[src/logic/adrs_map.svh]
// Constants of the converter result serial port.
`ifndef ADRS_MAP_SVH
`define ADRS_MAP_SVH
`define ADRS_RESULT_W      20
`define ADRS_WRITE_CLKS    6
`define ADRS_READY_CLKS    6
`define ADRS_SETTLE_CONVS  6
`define ADRS_TIMER_W       3
`define ADRS_CONV_CNT_W    3
`define ADRS_SYNC_STAGES   3
`endif

[src/logic/adrs_pkg.sv]
// Types of the converter result serial port.
package adrs_pkg;
    typedef enum logic [1:0]
    {
        ADRS_MODE_CS_TIED_LOW  = 2'h0,
        ADRS_MODE_CS_USED      = 2'h1,
        ADRS_MODE_CS_HELD_HIGH = 2'h2
    } adrs_mode_t;

    typedef enum logic [1:0]
    {
        ADRS_ST_IDLE  = 2'h0,
        ADRS_ST_WRITE = 2'h1,
        ADRS_ST_WAIT  = 2'h2,
        ADRS_ST_PULSE = 2'h3
    } adrs_state_t;
endpackage

[src/logic/adrs_shift_if.sv]
// Link between the ready controller and the result shift register.
`timescale 1ns/1ps
interface adrs_shift_if #(parameter int W = 20);
    logic         load;
    logic [W-1:0] word;
    logic         restart;
    logic         shift;
    logic         dout;

    modport ctl
    (
        output load,
        output word,
        output restart,
        output shift,
        input  dout
    );

    modport shf
    (
        input  load,
        input  word,
        input  restart,
        input  shift,
        output dout
    );
endinterface

[src/logic/adrs_shifter.sv]
// Result shift register with serial data output.
`timescale 1ns/1ps
module adrs_shifter #(parameter int W = 20)
(
    input wire logic clk_i,
    input wire logic srst_i,
    adrs_shift_if.shf sh
);
    import adrs_pkg::*;

    logic [W-1:0] held_reg;
    logic [W-1:0] sr_reg;
    logic         dout_reg;

    // ==========================================================
    // Result hold and shift.
    always_ff @(posedge clk_i)
    begin
        if (srst_i)
        begin
            held_reg <= '0;
            sr_reg   <= '0;
            dout_reg <= 1'b0;
        end
        else if (sh.load)
        begin
            held_reg <= sh.word;
            sr_reg   <= sh.word;
            dout_reg <= sh.word[W-1];
        end
        else if (sh.restart)
        begin
            sr_reg   <= held_reg;
            dout_reg <= held_reg[W-1];
        end
        else if (sh.shift)
        begin
            sr_reg   <= {sr_reg[W-2:0], 1'b0};
            dout_reg <= sr_reg[W-2];
        end
    end

    assign sh.dout = dout_reg;
endmodule

[src/logic/adrs_port.sv]
// Serial result port of a 20-bit converter: ready pulse, select and shifted data.
`timescale 1ns/1ps
`include "adrs_map.svh"
module adrs_port #(
    parameter int W           = `ADRS_RESULT_W,
    parameter int WRITE_CLKS  = `ADRS_WRITE_CLKS,
    parameter int READY_CLKS  = `ADRS_READY_CLKS,
    parameter int SETTLE_CONV = `ADRS_SETTLE_CONVS
)
(
    input  wire logic              core_clk_i,
    input  wire logic              srst_i,
    input  wire adrs_pkg::adrs_mode_t ready_mode_i,
    input  wire logic              conv_done_i,
    input  wire logic [W-1:0]      conv_result_i,
    input  wire logic              sclk_i,
    input  wire logic              cs_n_i,
    output logic                   result_ready_n_o,
    output logic                   dout_o,
    output logic                   dout_oe_n_o,
    output logic                   result_settled_o
);
    import adrs_pkg::*;

    localparam logic [`ADRS_TIMER_W-1:0]    WRITE_LAST = (`ADRS_TIMER_W)'(WRITE_CLKS - 1);
    localparam logic [`ADRS_TIMER_W-1:0]    READY_LAST = (`ADRS_TIMER_W)'(READY_CLKS - 1);
    localparam logic [`ADRS_CONV_CNT_W-1:0] SETTLE_CNT = (`ADRS_CONV_CNT_W)'(SETTLE_CONV);

    adrs_shift_if #(.W(W)) sh ();

    // ==========================================================
    // Pin synchronisers for shift clock and select.
    logic [1:0] sync1_reg;
    logic [1:0] sync2_reg;
    logic [1:0] sync3_reg;
    logic [1:0] lvl_reg;
    logic [1:0] lvl_next;
    logic [1:0] prev_reg;

    genvar gi;
    generate
        for (gi = 0; gi < 2; gi++)
        begin : g_sync
            always_ff @(posedge core_clk_i)
            begin
                if (srst_i)
                begin
                    sync1_reg[gi] <= (gi == 1) ? 1'b1 : 1'b0;
                    sync2_reg[gi] <= (gi == 1) ? 1'b1 : 1'b0;
                    sync3_reg[gi] <= (gi == 1) ? 1'b1 : 1'b0;
                end
                else
                begin
                    sync1_reg[gi] <= (gi == 1) ? cs_n_i : sclk_i;
                    sync2_reg[gi] <= sync1_reg[gi];
                    sync3_reg[gi] <= sync2_reg[gi];
                end
            end

            // A change counts once the second and third stages agree.
            always_comb
            begin
                lvl_next[gi] = (sync2_reg[gi] == sync3_reg[gi]) ? sync3_reg[gi] : lvl_reg[gi];
            end

            always_ff @(posedge core_clk_i)
            begin
                if (srst_i)
                begin
                    lvl_reg[gi]  <= (gi == 1) ? 1'b1 : 1'b0;
                    prev_reg[gi] <= (gi == 1) ? 1'b1 : 1'b0;
                end
                else
                begin
                    lvl_reg[gi]  <= lvl_next[gi];
                    prev_reg[gi] <= lvl_reg[gi];
                end
            end
        end
    endgenerate

    logic sclk_fall;
    logic cs_fall;
    logic selected;

    assign sclk_fall = prev_reg[0] & ~lvl_reg[0];
    assign cs_fall   = prev_reg[1] & ~lvl_reg[1];
    assign selected  = ~lvl_reg[1];

    // ==========================================================
    // Ready sequencing.
    adrs_state_t                  state_reg;
    adrs_state_t                  state_next;
    logic [`ADRS_TIMER_W-1:0]     timer_reg;
    logic [`ADRS_TIMER_W-1:0]     timer_next;
    logic [W-1:0]                 capt_reg;
    logic                         load_now;
    logic                         ready_n_reg;
    logic                         ready_n_next;

    always_comb
    begin
        state_next = state_reg;
        timer_next = timer_reg;
        load_now   = 1'b0;
        unique case (state_reg)
            ADRS_ST_IDLE:
            begin
                if (conv_done_i)
                begin
                    state_next = ADRS_ST_WRITE;
                    timer_next = WRITE_LAST;
                end
            end
            ADRS_ST_WRITE:
            begin
                if (timer_reg == '0)
                begin
                    load_now   = 1'b1;
                    timer_next = READY_LAST;
                    state_next = (ready_mode_i == ADRS_MODE_CS_USED) ? ADRS_ST_WAIT : ADRS_ST_PULSE;
                end
                else
                begin
                    timer_next = timer_reg - 1'b1;
                end
            end
            ADRS_ST_WAIT:
            begin
                if (conv_done_i)
                begin
                    state_next = ADRS_ST_WRITE;
                    timer_next = WRITE_LAST;
                end
                else if (cs_fall)
                begin
                    state_next = ADRS_ST_PULSE;
                    timer_next = READY_LAST;
                end
            end
            ADRS_ST_PULSE:
            begin
                if (conv_done_i)
                begin
                    state_next = ADRS_ST_WRITE;
                    timer_next = WRITE_LAST;
                end
                else if (timer_reg == '0)
                begin
                    state_next = ADRS_ST_IDLE;
                end
                else
                begin
                    timer_next = timer_reg - 1'b1;
                end
            end
        endcase
    end

    always_comb
    begin
        unique case (ready_mode_i)
            ADRS_MODE_CS_USED:
                ready_n_next = ~(state_next == ADRS_ST_WAIT || state_next == ADRS_ST_PULSE);
            ADRS_MODE_CS_HELD_HIGH:
                ready_n_next = (state_next == ADRS_ST_WRITE || state_next == ADRS_ST_PULSE);
            default:
                ready_n_next = (state_next != ADRS_ST_PULSE);
        endcase
    end

    always_ff @(posedge core_clk_i)
    begin
        if (srst_i)
        begin
            state_reg   <= ADRS_ST_IDLE;
            timer_reg   <= '0;
            ready_n_reg <= 1'b1;
        end
        else
        begin
            state_reg   <= state_next;
            timer_reg   <= timer_next;
            ready_n_reg <= ready_n_next;
        end
    end

    // Result is captured when the conversion completes, codes kept as given.
    always_ff @(posedge core_clk_i)
    begin
        if (srst_i)
        begin
            capt_reg <= '0;
        end
        else if (conv_done_i)
        begin
            capt_reg <= conv_result_i;
        end
    end

    // ==========================================================
    // Settling count of completed conversions.
    logic [`ADRS_CONV_CNT_W-1:0] conv_cnt_reg;

    always_ff @(posedge core_clk_i)
    begin
        if (srst_i)
        begin
            conv_cnt_reg <= '0;
        end
        else if (load_now && conv_cnt_reg != SETTLE_CNT)
        begin
            conv_cnt_reg <= conv_cnt_reg + 1'b1;
        end
    end

    assign result_settled_o = (conv_cnt_reg == SETTLE_CNT);

    // ==========================================================
    // Shifter control and pins.
    assign sh.load    = load_now;
    assign sh.word    = capt_reg;
    assign sh.restart = cs_fall;
    assign sh.shift   = sclk_fall & selected;

    adrs_shifter #(.W(W)) u_shifter
    (
        .clk_i  (core_clk_i),
        .srst_i (srst_i),
        .sh     (sh)
    );

    assign result_ready_n_o = ready_n_reg;
    assign dout_o           = sh.dout;
    assign dout_oe_n_o      = lvl_reg[1];
endmodule

[config.mk]
export PLATFORM = sky130hd
export DESIGN_NAME = adrs_port
export DESIGN_NICKNAME = d
export VERILOG_FILES = /design/src/logic/adrs_pkg.sv /design/src/logic/adrs_shift_if.sv /design/src/logic/adrs_shifter.sv /design/src/logic/adrs_port.sv
export VERILOG_INCLUDE_DIRS = /design/src /design/src/logic
export SDC_FILE = /design/constraint.sdc
export NUM_CORES = 1
export LEC_CHECK = 0
export BUFFER_PORTS_ARGS = -buffer_cell sky130_fd_sc_hd__buf_4
export CORE_MARGIN = 10
export CORE_UTILIZATION = 52
export CTS_CLUSTER_SIZE = 12
export DETAILED_ROUTE_END_ITERATION = 8
export GPL_ROUTABILITY_DRIVEN = 0
export HOLD_SLACK_MARGIN = 0.1
export PLACE_DENSITY = 0.85
export SYNTH_ARGS = -nofsm -noshare
export SYNTH_HDL_FRONTEND = slang
export SYNTH_SLANG_ARGS = --single-unit
[constraint.sdc]
create_clock -name core_clk_i -period 1.6 [get_ports core_clk_i]
set_input_delay 0.08 -clock core_clk_i [delete_from_list [all_inputs] [get_ports core_clk_i]]
set_output_delay 0.08 -clock core_clk_i [all_outputs]
set_load 0.02 [all_outputs]
==> summary.md, run 1 <==
The run finished with clean final reports. The final route contains 2663 vias. The master cell of the clock root buffer was sky130_fd_sc_hd__clkbuf_8. The share of total power dissipated in combinational logic is 14.4%.

The netlist area before placement is 3269 µm². After synthesis, the largest family of logic cells by area is compound AO/OA/AOI/OAI gates. The final clock period utilization by the worst path was 95.87%; the area fraction in and, or, nand and nor cells after synthesis was 17.53%. Sum of routed wire length over all layers: 7.269 mm. Global routing finished with a remaining overflow of 0. The detailed router finished its first iteration with 194 violations.

The switching part of the total power was 26.50%. sky130_fd_sc_hd__dfxtp_1 takes more of the synthesized area than any other cell. Setup repair after global routing could not meet its margin everywhere. The cell depth of the worst hold path is 4, and the number of distinct library cells after synthesis is 45.

Per report_power, the sequential group accounts for 52.9% of the total. Clock latency on the worst-skew pair, taken at its later pin, is 0.36 ns. The run gives 0 as the initial antenna violation count.

For the final database, setup skew stands at 0.01228 ns. The run gives 0 as the number of max-cap violations. For this run, the register share of the synthesized area comes to 48.37%. In this run the register-to-register setup slack is 0.07 ns.

The die boundary width came out at 99.29 µm. The run gives 59.35% as the tightest slew margin relative to the limit. Number of nets with antenna violations after detailed routing: 0. Yosys mapped a number of flops with a built-in enable equal to 0.

The most numerous cell type found on the critical path is sky130_fd_sc_hd__buf_6. The buffer levels on the longest clock path was 2; the post-CTS clock slew at the launch and capture registers of the worst setup and hold paths was 0.09 ns. The first global-routing pass estimated 11.60 mm of wire.

The gate count of the mapped netlist was 337; the multiplexer area fraction after synthesis was 6.123%. In the post-synthesis netlist, the biggest area contributors are sky130_fd_sc_hd__dfxtp_1, sky130_fd_sc_hd__mux2i_1, sky130_fd_sc_hd__o221ai_2. The power spent charging and discharging nets is 1.079 mW, and the routed wirelength normalized by instance count is 15.53 µm. The share of Yosys cell area claimed by the top area cell type is 48.37%, and the pin count of the biggest net entering global routing is 59. The synthesized netlist devotes 0.2679% of its cell area to XOR and XNOR gates. The number of flip-flops and latches in the synthesized netlist is 79, and the total routing resource utilization after global routing is 13.98%. Pin placement for this block handled 31 I/O pins. Internal power comes to 2.994 mW. For this design, the sink count on the clock tree is 79. Commonest non-fill, non-tap cell in the layout: sky130_fd_sc_hd__dfxtp_1. The worst hold path begins at ready_mode_i[1]. The estimated wirelength of the detail-placed design was 4.306 mm. The tools report the remaining design rule violation count as 0. The net count of the finished layout is 421.

The power per cell area is 995.0 nW/µm², and the worst path arrival time is 1.77 ns. The tools report the cell area after placement as 3570 µm². The logic depth of the worst register-to-register path works out to 7. The type of element capturing the critical path was a flop. The endpoint identified for the worst register-to-register timing path is u_shifter.sr_reg[14]$_SDFFE_PP0P_. STA puts the critical path data required time at 1.84 ns. In the final timing run, aggregate negative setup slack is 0 ns. The vertical die dimension is 99.29 µm. At the placement stage, the worst setup path has a slack of -0.04625 ns.

For the cell count after placement, the log shows 426. The worst hold path terminates at result_ready_n_o$_SDFF_PP1_. For this run, the leading register cell type out of synthesis is sky130_fd_sc_hd__dfxtp_1.

The synthesized netlist devotes 2.296% of its cell area to adder and majority cells. The row count came out at 28. In the layout the commonest cells are sky130_fd_sc_hd__dfxtp_1, sky130_fd_sc_hd__nand2_1, sky130_fd_sc_hd__buf_4, sky130_fd_sc_hd__nor2_1, sky130_fd_sc_hd__a21oi_1. The total setup violations reported at the end of the flow was 0. After floorplanning, the core was sized to cover 6026 µm².

The share of power burned in the clock network is 32.7%. The initial utilization of the core area, before any placement, comes to 54.26%. Buffers placed on the I/O ports in this run total 30.

The pre-antenna-repair detailed-routing pass consisted of 5 iterations. The maximum single-stage delay on the critical path was 0.35 ns; the number of levels the H-tree was split into was 3. The number of CTS-inserted buffers is 9, and the mean number of vias per cell is 5.690.

In this run the worst path has a maximum fanout of 9. The slowest stage of the critical path is the sky130_fd_sc_hd__dfxtp_1 cell. TritonCTS built the clock tree.

Traced cell by cell, the critical path runs through inv_2 -> ha_2 -> nor4bb_4 -> buf_6 -> buf_6 -> nor3_1 -> a211oi_2. The slew at the pin closest to its max-slew limit works out to 0.6097 ns. The launch instance of the worst register-to-register path was timer_reg[0]$_SDFFE_PP0P_. The number of max-slew violations in the final report came out at 0.

Cells with a size suffix above 1 make up 25.70% of the layout. Startpoint kind of the worst setup timing path: a flop. Derived from the worst setup path, the maximum achievable clock frequency is 0.6519 GHz.

The repair_antennas step left the layout with diodes totalling 0. In the post-route analysis, the smallest setup slack over all paths is 0.06607 ns. Worst min-delay path class: input pin to flop.

The compound-gate portion of the synthesized area works out to 19.02%. The area growth from synthesis to layout is 25.22%. The die area was 9859 µm².

Across all hold checks on the routed design, the worst slack comes to 0.1371 ns. The finished cells cover 4094 µm². The final hold violation count was 0. The total nets after synthesis was 370; the synthesized area per cell was 9.701 µm².

The share of the core filled with cells was 67.94%. The count of cells in the finished layout, fillers not included, comes to 468. The number of global-route vias before repair came out at 2502. The total design power is 4.074 mW. For this design the static power due to leakage is 1.622 nW. The category of the most critical setup path is flop to flop.

The clock period minus final worst setup slack came out at 1.534 ns. During synthesis, Yosys emitted a total of 0 warnings. Of all flip-flops after synthesis, the portion carrying an async set or reset was 0%. IR analysis of the VDD net gives a maximum drop of 579.7 µV.
[power groups by stage]
stage	clock network, mW	logic, mW	registers (mW)
finish	1.33	0.585	2.16
global route	1.43	0.643	2.17
detailed placement	0	0.476	2.20
floorplan	0	0.336	2.18
global placement	0	0.456	2.19
CTS	1.34	0.545	2.15
[area by class of cell]
type,count,area (µm²)
Fill cell,460,1932
Sequential cell,79,1583
Multi-Input combinational cell,222,1546
Timing Repair Buffer,68,665.6
Clock buffer,11,141.4
Tap cell,75,93.84
Clock inverter,5,33.78
Inverter,8,30.03
[logic make-up after synthesis]
group,after synthesis
buffers and inverters,36
muxes,20
xor gates and xnor gates,1
and+or+nand+nor,119
DFF,79
adders and majority gates,6
AOI/OAI and AO/OA,76
[cells in the mapped netlist, types with 2 or more instances]
cell	number
sky130_fd_sc_hd__clkbuf_1	12
sky130_fd_sc_hd__buf_2	6
sky130_fd_sc_hd__ha_1	6
sky130_fd_sc_hd__mux2i_1	20
sky130_fd_sc_hd__and4b_1	2
sky130_fd_sc_hd__nand2_2	5
sky130_fd_sc_hd__a211oi_1	15
sky130_fd_sc_hd__inv_1	8
sky130_fd_sc_hd__o221ai_2	10
sky130_fd_sc_hd__a31oi_1	2
sky130_fd_sc_hd__buf_4	4
sky130_fd_sc_hd__nor2b_1	4
sky130_fd_sc_hd__o221ai_1	6
sky130_fd_sc_hd__or2_2	4
sky130_fd_sc_hd__nand2b_1	3
sky130_fd_sc_hd__dfxtp_1	79
sky130_fd_sc_hd__o21ai_0	2
sky130_fd_sc_hd__a21oi_1	25
sky130_fd_sc_hd__a222oi_1	3
sky130_fd_sc_hd__nor2_1	34
sky130_fd_sc_hd__nand2_1	39
sky130_fd_sc_hd__buf_6	3
sky130_fd_sc_hd__a211oi_2	5
sky130_fd_sc_hd__nor3_1	19
[what timing repair did]
action / 4_1_cts / 5_1_grt
pin swaps: 1 / 1
hold buffers: 22 / 0
cloned: 1 / 1
buffers inserted: 1 / 1
hold endpoints to repair: 22 / 0
endpoints found under the setup margin: 10 / 31
resized for setup: 1 / 12
[worst max-delay path by stage]
stage	start	slack (ns)	to	cells past startpoint
after CTS	timer_reg[0]$_SDFFE_PP0P_	0.001	u_shifter.sr_reg[2]$_SDFFE_PP0P_	7
after floorplan	dout_oe_n_o$_SDFFE_PP1N_	0.07	u_shifter.sr_reg[12]$_SDFFE_PP0P_	6
after detailed placement	timer_reg[0]$_SDFFE_PP0P_	-0.05	u_shifter.sr_reg[13]$_SDFFE_PP0P_	7
after global placement	timer_reg[0]$_SDFFE_PP0P_	0.05	u_shifter.sr_reg[15]$_SDFFE_PP0P_	7
after global routing	timer_reg[0]$_SDFFE_PP0P_	-0.01	u_shifter.sr_reg[14]$_SDFFE_PP0P_	7
final	timer_reg[0]$_SDFFE_PP0P_	0.07	u_shifter.sr_reg[14]$_SDFFE_PP0P_	7
[per-layer routing]
| layer | wire length [µm] | track usage (%) | vias to the layer above | share of wire (%) |
|---|---|---|---|---|
| met5 | 0 | 0 | - | 0 |
| met2 | 3695 | 22.90 | 85 | 51 |
| met1 | 3007 | 16.73 | 1269 | 41 |
| met4 | 99 | 3.749 | 0 | 1.4 |
| li1 | - | - | 1295 | - |
| met3 | 466 | 5.329 | 14 | 6.4 |
[critical path: cells and delay by family, from the launching register on]
kind / cells / cell delay [ns]
AND/OR/NAND/NOR: 2 / 0.45
buffers and inverters: 3 / 0.34
AO/OA/AOI/OAI: 1 / 0.10
flip-flops: 1 / 0.35
adder cells (fa/ha/maj): 1 / 0.18
(Power assumes the default switching activity.)
==> run 2, diff against run 1 <==
--- a/config.mk
+++ b/config.mk
@@ -15,3 +15,5 @@
 export HOLD_SLACK_MARGIN = 0.1
+export MAX_ROUTING_LAYER = met4
 export PLACE_DENSITY = 0.85
+export SLEW_MARGIN = 30
 export SYNTH_ARGS = -nofsm -noshare
==> constraint.sdc (replaced) <==
create_clock -name core_clk_i -period 1.6 [get_ports core_clk_i]
set_input_delay 0.32 -clock core_clk_i [delete_from_list [all_inputs] [get_ports core_clk_i]]
set_output_delay 0.32 -clock core_clk_i [all_outputs]
set_load 0.02 [all_outputs]
==> run 2 against run 1 <==
Net effect:
- clock power up 23%
- sequential share of layout area up 0.82 points
- sequential power about the same
- clock skew down 0.0058 ns
- die area unchanged
- combinational power about the same
- flip-flop and latch count unchanged
==> summary.md, run 2 (synthesized netlist as in run 1, its figures left out) <==
The footprint of the multi-input gates is 1578 µm². The logs give 4.606 mm for the estimated wirelength of the detail-placed design and 184 for the violation count after the first detailed-routing iteration. The total setup violations reported at the end of the flow was 0; the cell depth of the worst hold path was 2.

Logic depth of the worst register-to-register path: 7. The run gives 2603 as the count of vias placed by the detailed router. TritonCTS built the clock tree. In the final routed layout, each cell accounts on average for 16.61 µm. In this run, post-CTS hold repair placed 0 buffers. The starting utilization of the core area is 54.26%, and the vertical die dimension is 99.29 µm. The clock period minus final worst setup slack came out at 1.559 ns. The H-tree generated during clock tree synthesis spans 3 levels. Data on the critical path is required at its endpoint by 1.86 ns. The final layout contains 403 nets. The wire length of the first global-routing pass came out at 11.79 mm.

The synthesis-to-finish area growth is 22.92%, and the total routing resource utilization after global routing is 14.63%. The number of CTS-inserted buffers came out at 9. The flow ran to the end, and the final reports show no timing, DRC or antenna violations. The repair_antennas step left the layout with diodes totalling 0. The run gives -0.09893 ns as the minimum setup slack after placement.

Of all nets on the critical path, the largest fanout is 7. Across the routed clock network, the largest skew measured is 0.006508 ns. The run gives 47 as the pin count of the biggest net entering global routing.

Using the TritonRoute via totals, the vias-per-cell ratio works out to 5.784. Derived from the worst setup path, the maximum achievable clock frequency is 0.6414 GHz. For the final hold violation count, the log shows 0. The min-delay analysis places its worst path in the category input pin to flop. In this design, the largest share of critical-path delay is due to buffers and inverters. Summed over all cells, the static leakage comes to 1.594 nW.

Counting both buffers and inverters, the worst setup path holds a total of 3. STA puts the critical path data arrival time at 1.82 ns. The worst setup path is launched from a flop.

The tools report the number of max-slew violations in the final report as 0. The share of the core filled with cells was 66.69%; the count of buffers inserted at the top-level ports was 30. The cell sitting at the root of the clock tree is a sky130_fd_sc_hd__clkbuf_8. The library cell used most frequently in the layout, excluding fill and tap cells, is sky130_fd_sc_hd__dfxtp_1. The library cell contributing the largest single delay on the critical path was sky130_fd_sc_hd__dfxtp_2. No sink is reached through more buffers than the 2 on the longest clock path. IR analysis of the VDD net gives a maximum drop of 731.1 µV. The worst setup path is captured at a flop. The library cells used most frequently in the layout, excluding fill and tap cells, are sky130_fd_sc_hd__dfxtp_1, sky130_fd_sc_hd__buf_4, sky130_fd_sc_hd__nand2_1, sky130_fd_sc_hd__nor2_1, sky130_fd_sc_hd__a21oi_1. On the worst path, the slowest cell contributes a delay of 0.32 ns.

Counting the fill cells in the layout gives 466. The remaining design rule violation count came out at 0. Of the available clock period, the critical path in the final layout requires 97.44%. The number of optimization iterations in the first detailed-route pass was 4; the power per cell area was 1089 nW/µm².

Walking the worst path, the cells encountered are inv_2 -> ha_4 -> nor4bb_4 -> buf_6 -> clkbuf_16 -> nor3_1 -> a211oi_1. The layout cell share with drive strength beyond 1 is 30.40%, and the insertion delay to the later sink of the worst-skew pair is 0.35 ns. The clock sink count is 79, and the post-CTS clock slew at the launch and capture registers of the worst setup and hold paths is 0.08 ns.

For the number of top-level pins, the log shows 31. Max-cap violations in this run came to 0. The floorplan has 28 rows.

The tightest slew margin relative to the limit was 66.66%; the die boundary width was 99.29 µm. Across all setup checks in the final design, the least slack found is 0.04101 ns. Initial antenna violation count: 0. The critical path is of the flop to flop type. The number of global-route vias before repair is 2577, and the remaining global-route overflow is 0. The run gives 9859 µm² as the die area. Counting buffers and inverters, the worst setup path is 7 cells deep. The flip-flop and latch area is 1587 µm². The detail route stage leaves a number of antenna-violating nets equal to 0. The slew at the pin closest to its max-slew limit was 0.5000 ns.

In this run the standard cell core region covers 6026 µm². Power comes to 4.375 mW. The sum of routed wire length over all layers came out at 7.474 mm.
[run 2: timing repair]
action                     4_1_cts  5_1_grt
gates resized for setup          2       24
buffers inserted                 2        2
setup endpoints to repair       24       39
pin swaps                        1        6
gates cloned                     1        3
[run 2: layout make-up]
class | count | area share [%]
well taps | 75 | 2.335
repair buffers | 50 | 12.67
multi-input cells | 222 | 39.26
inverters | 8 | 0.7472
clock buffers | 10 | 3.425
flip-flops and latches | 79 | 39.48
clock inverters | 6 | 2.086
[run 2: path summary, 6_finish.rpt]
kind                            slack [ns]                      start                               end
worst max-delay path                  0.04  timer_reg[1]$_SDFFE_PP0P_  u_shifter.sr_reg[5]$_SDFFE_PP0P_
worst min-delay path                  0.16                     cs_n_i           sync1_reg[1]$_SDFF_PP1_
worst max register to register        0.04  timer_reg[1]$_SDFFE_PP0P_  u_shifter.sr_reg[5]$_SDFFE_PP0P_
worst min register to register        0.42    sync1_reg[1]$_SDFF_PP1_           sync2_reg[1]$_SDFF_PP1_
[run 2: worst register-to-register path, delay by kind of cell (launching register included)]
kind                       cells  cell delay, ns
and+or+nand+nor                2            0.31
DFF                            1            0.32
buffers and inverters          3            0.48
adders and majority gates      1            0.15
AOI/OAI and AO/OA              1            0.22
[run 2: routing by layer]
layer,wire (µm),GRT usage [%]
met1,3147,16.43
met2,3939,24.00
met3,281,3.114
met4,106,7.497
met5,0,-
[run 2: per-stage QoR]
step	setup TNS [ns]	hold WS [ns]	instances	instance area [µm²]
floorplan	0	0.3895	337	3269
global placement	0	0.3918	426	3570
detailed placement	-0.6702	0.4135	426	3570
CTS	0	0.1522	445	3846
global route	-0.07365	0.1572	450	4019
finish	0	0.1640	450	4019
[run 2: power by group]
group / total [mW] / internal [mW] / switching, mW / leakage [nW]
registers: 2.16 / 2.08 / 0.0838 / 0.647
logic: 0.583 / 0.309 / 0.274 / 0.831
clock network: 1.63 / 0.916 / 0.715 / 0.116
total: 4.37 / 3.30 / 1.07 / 1.59
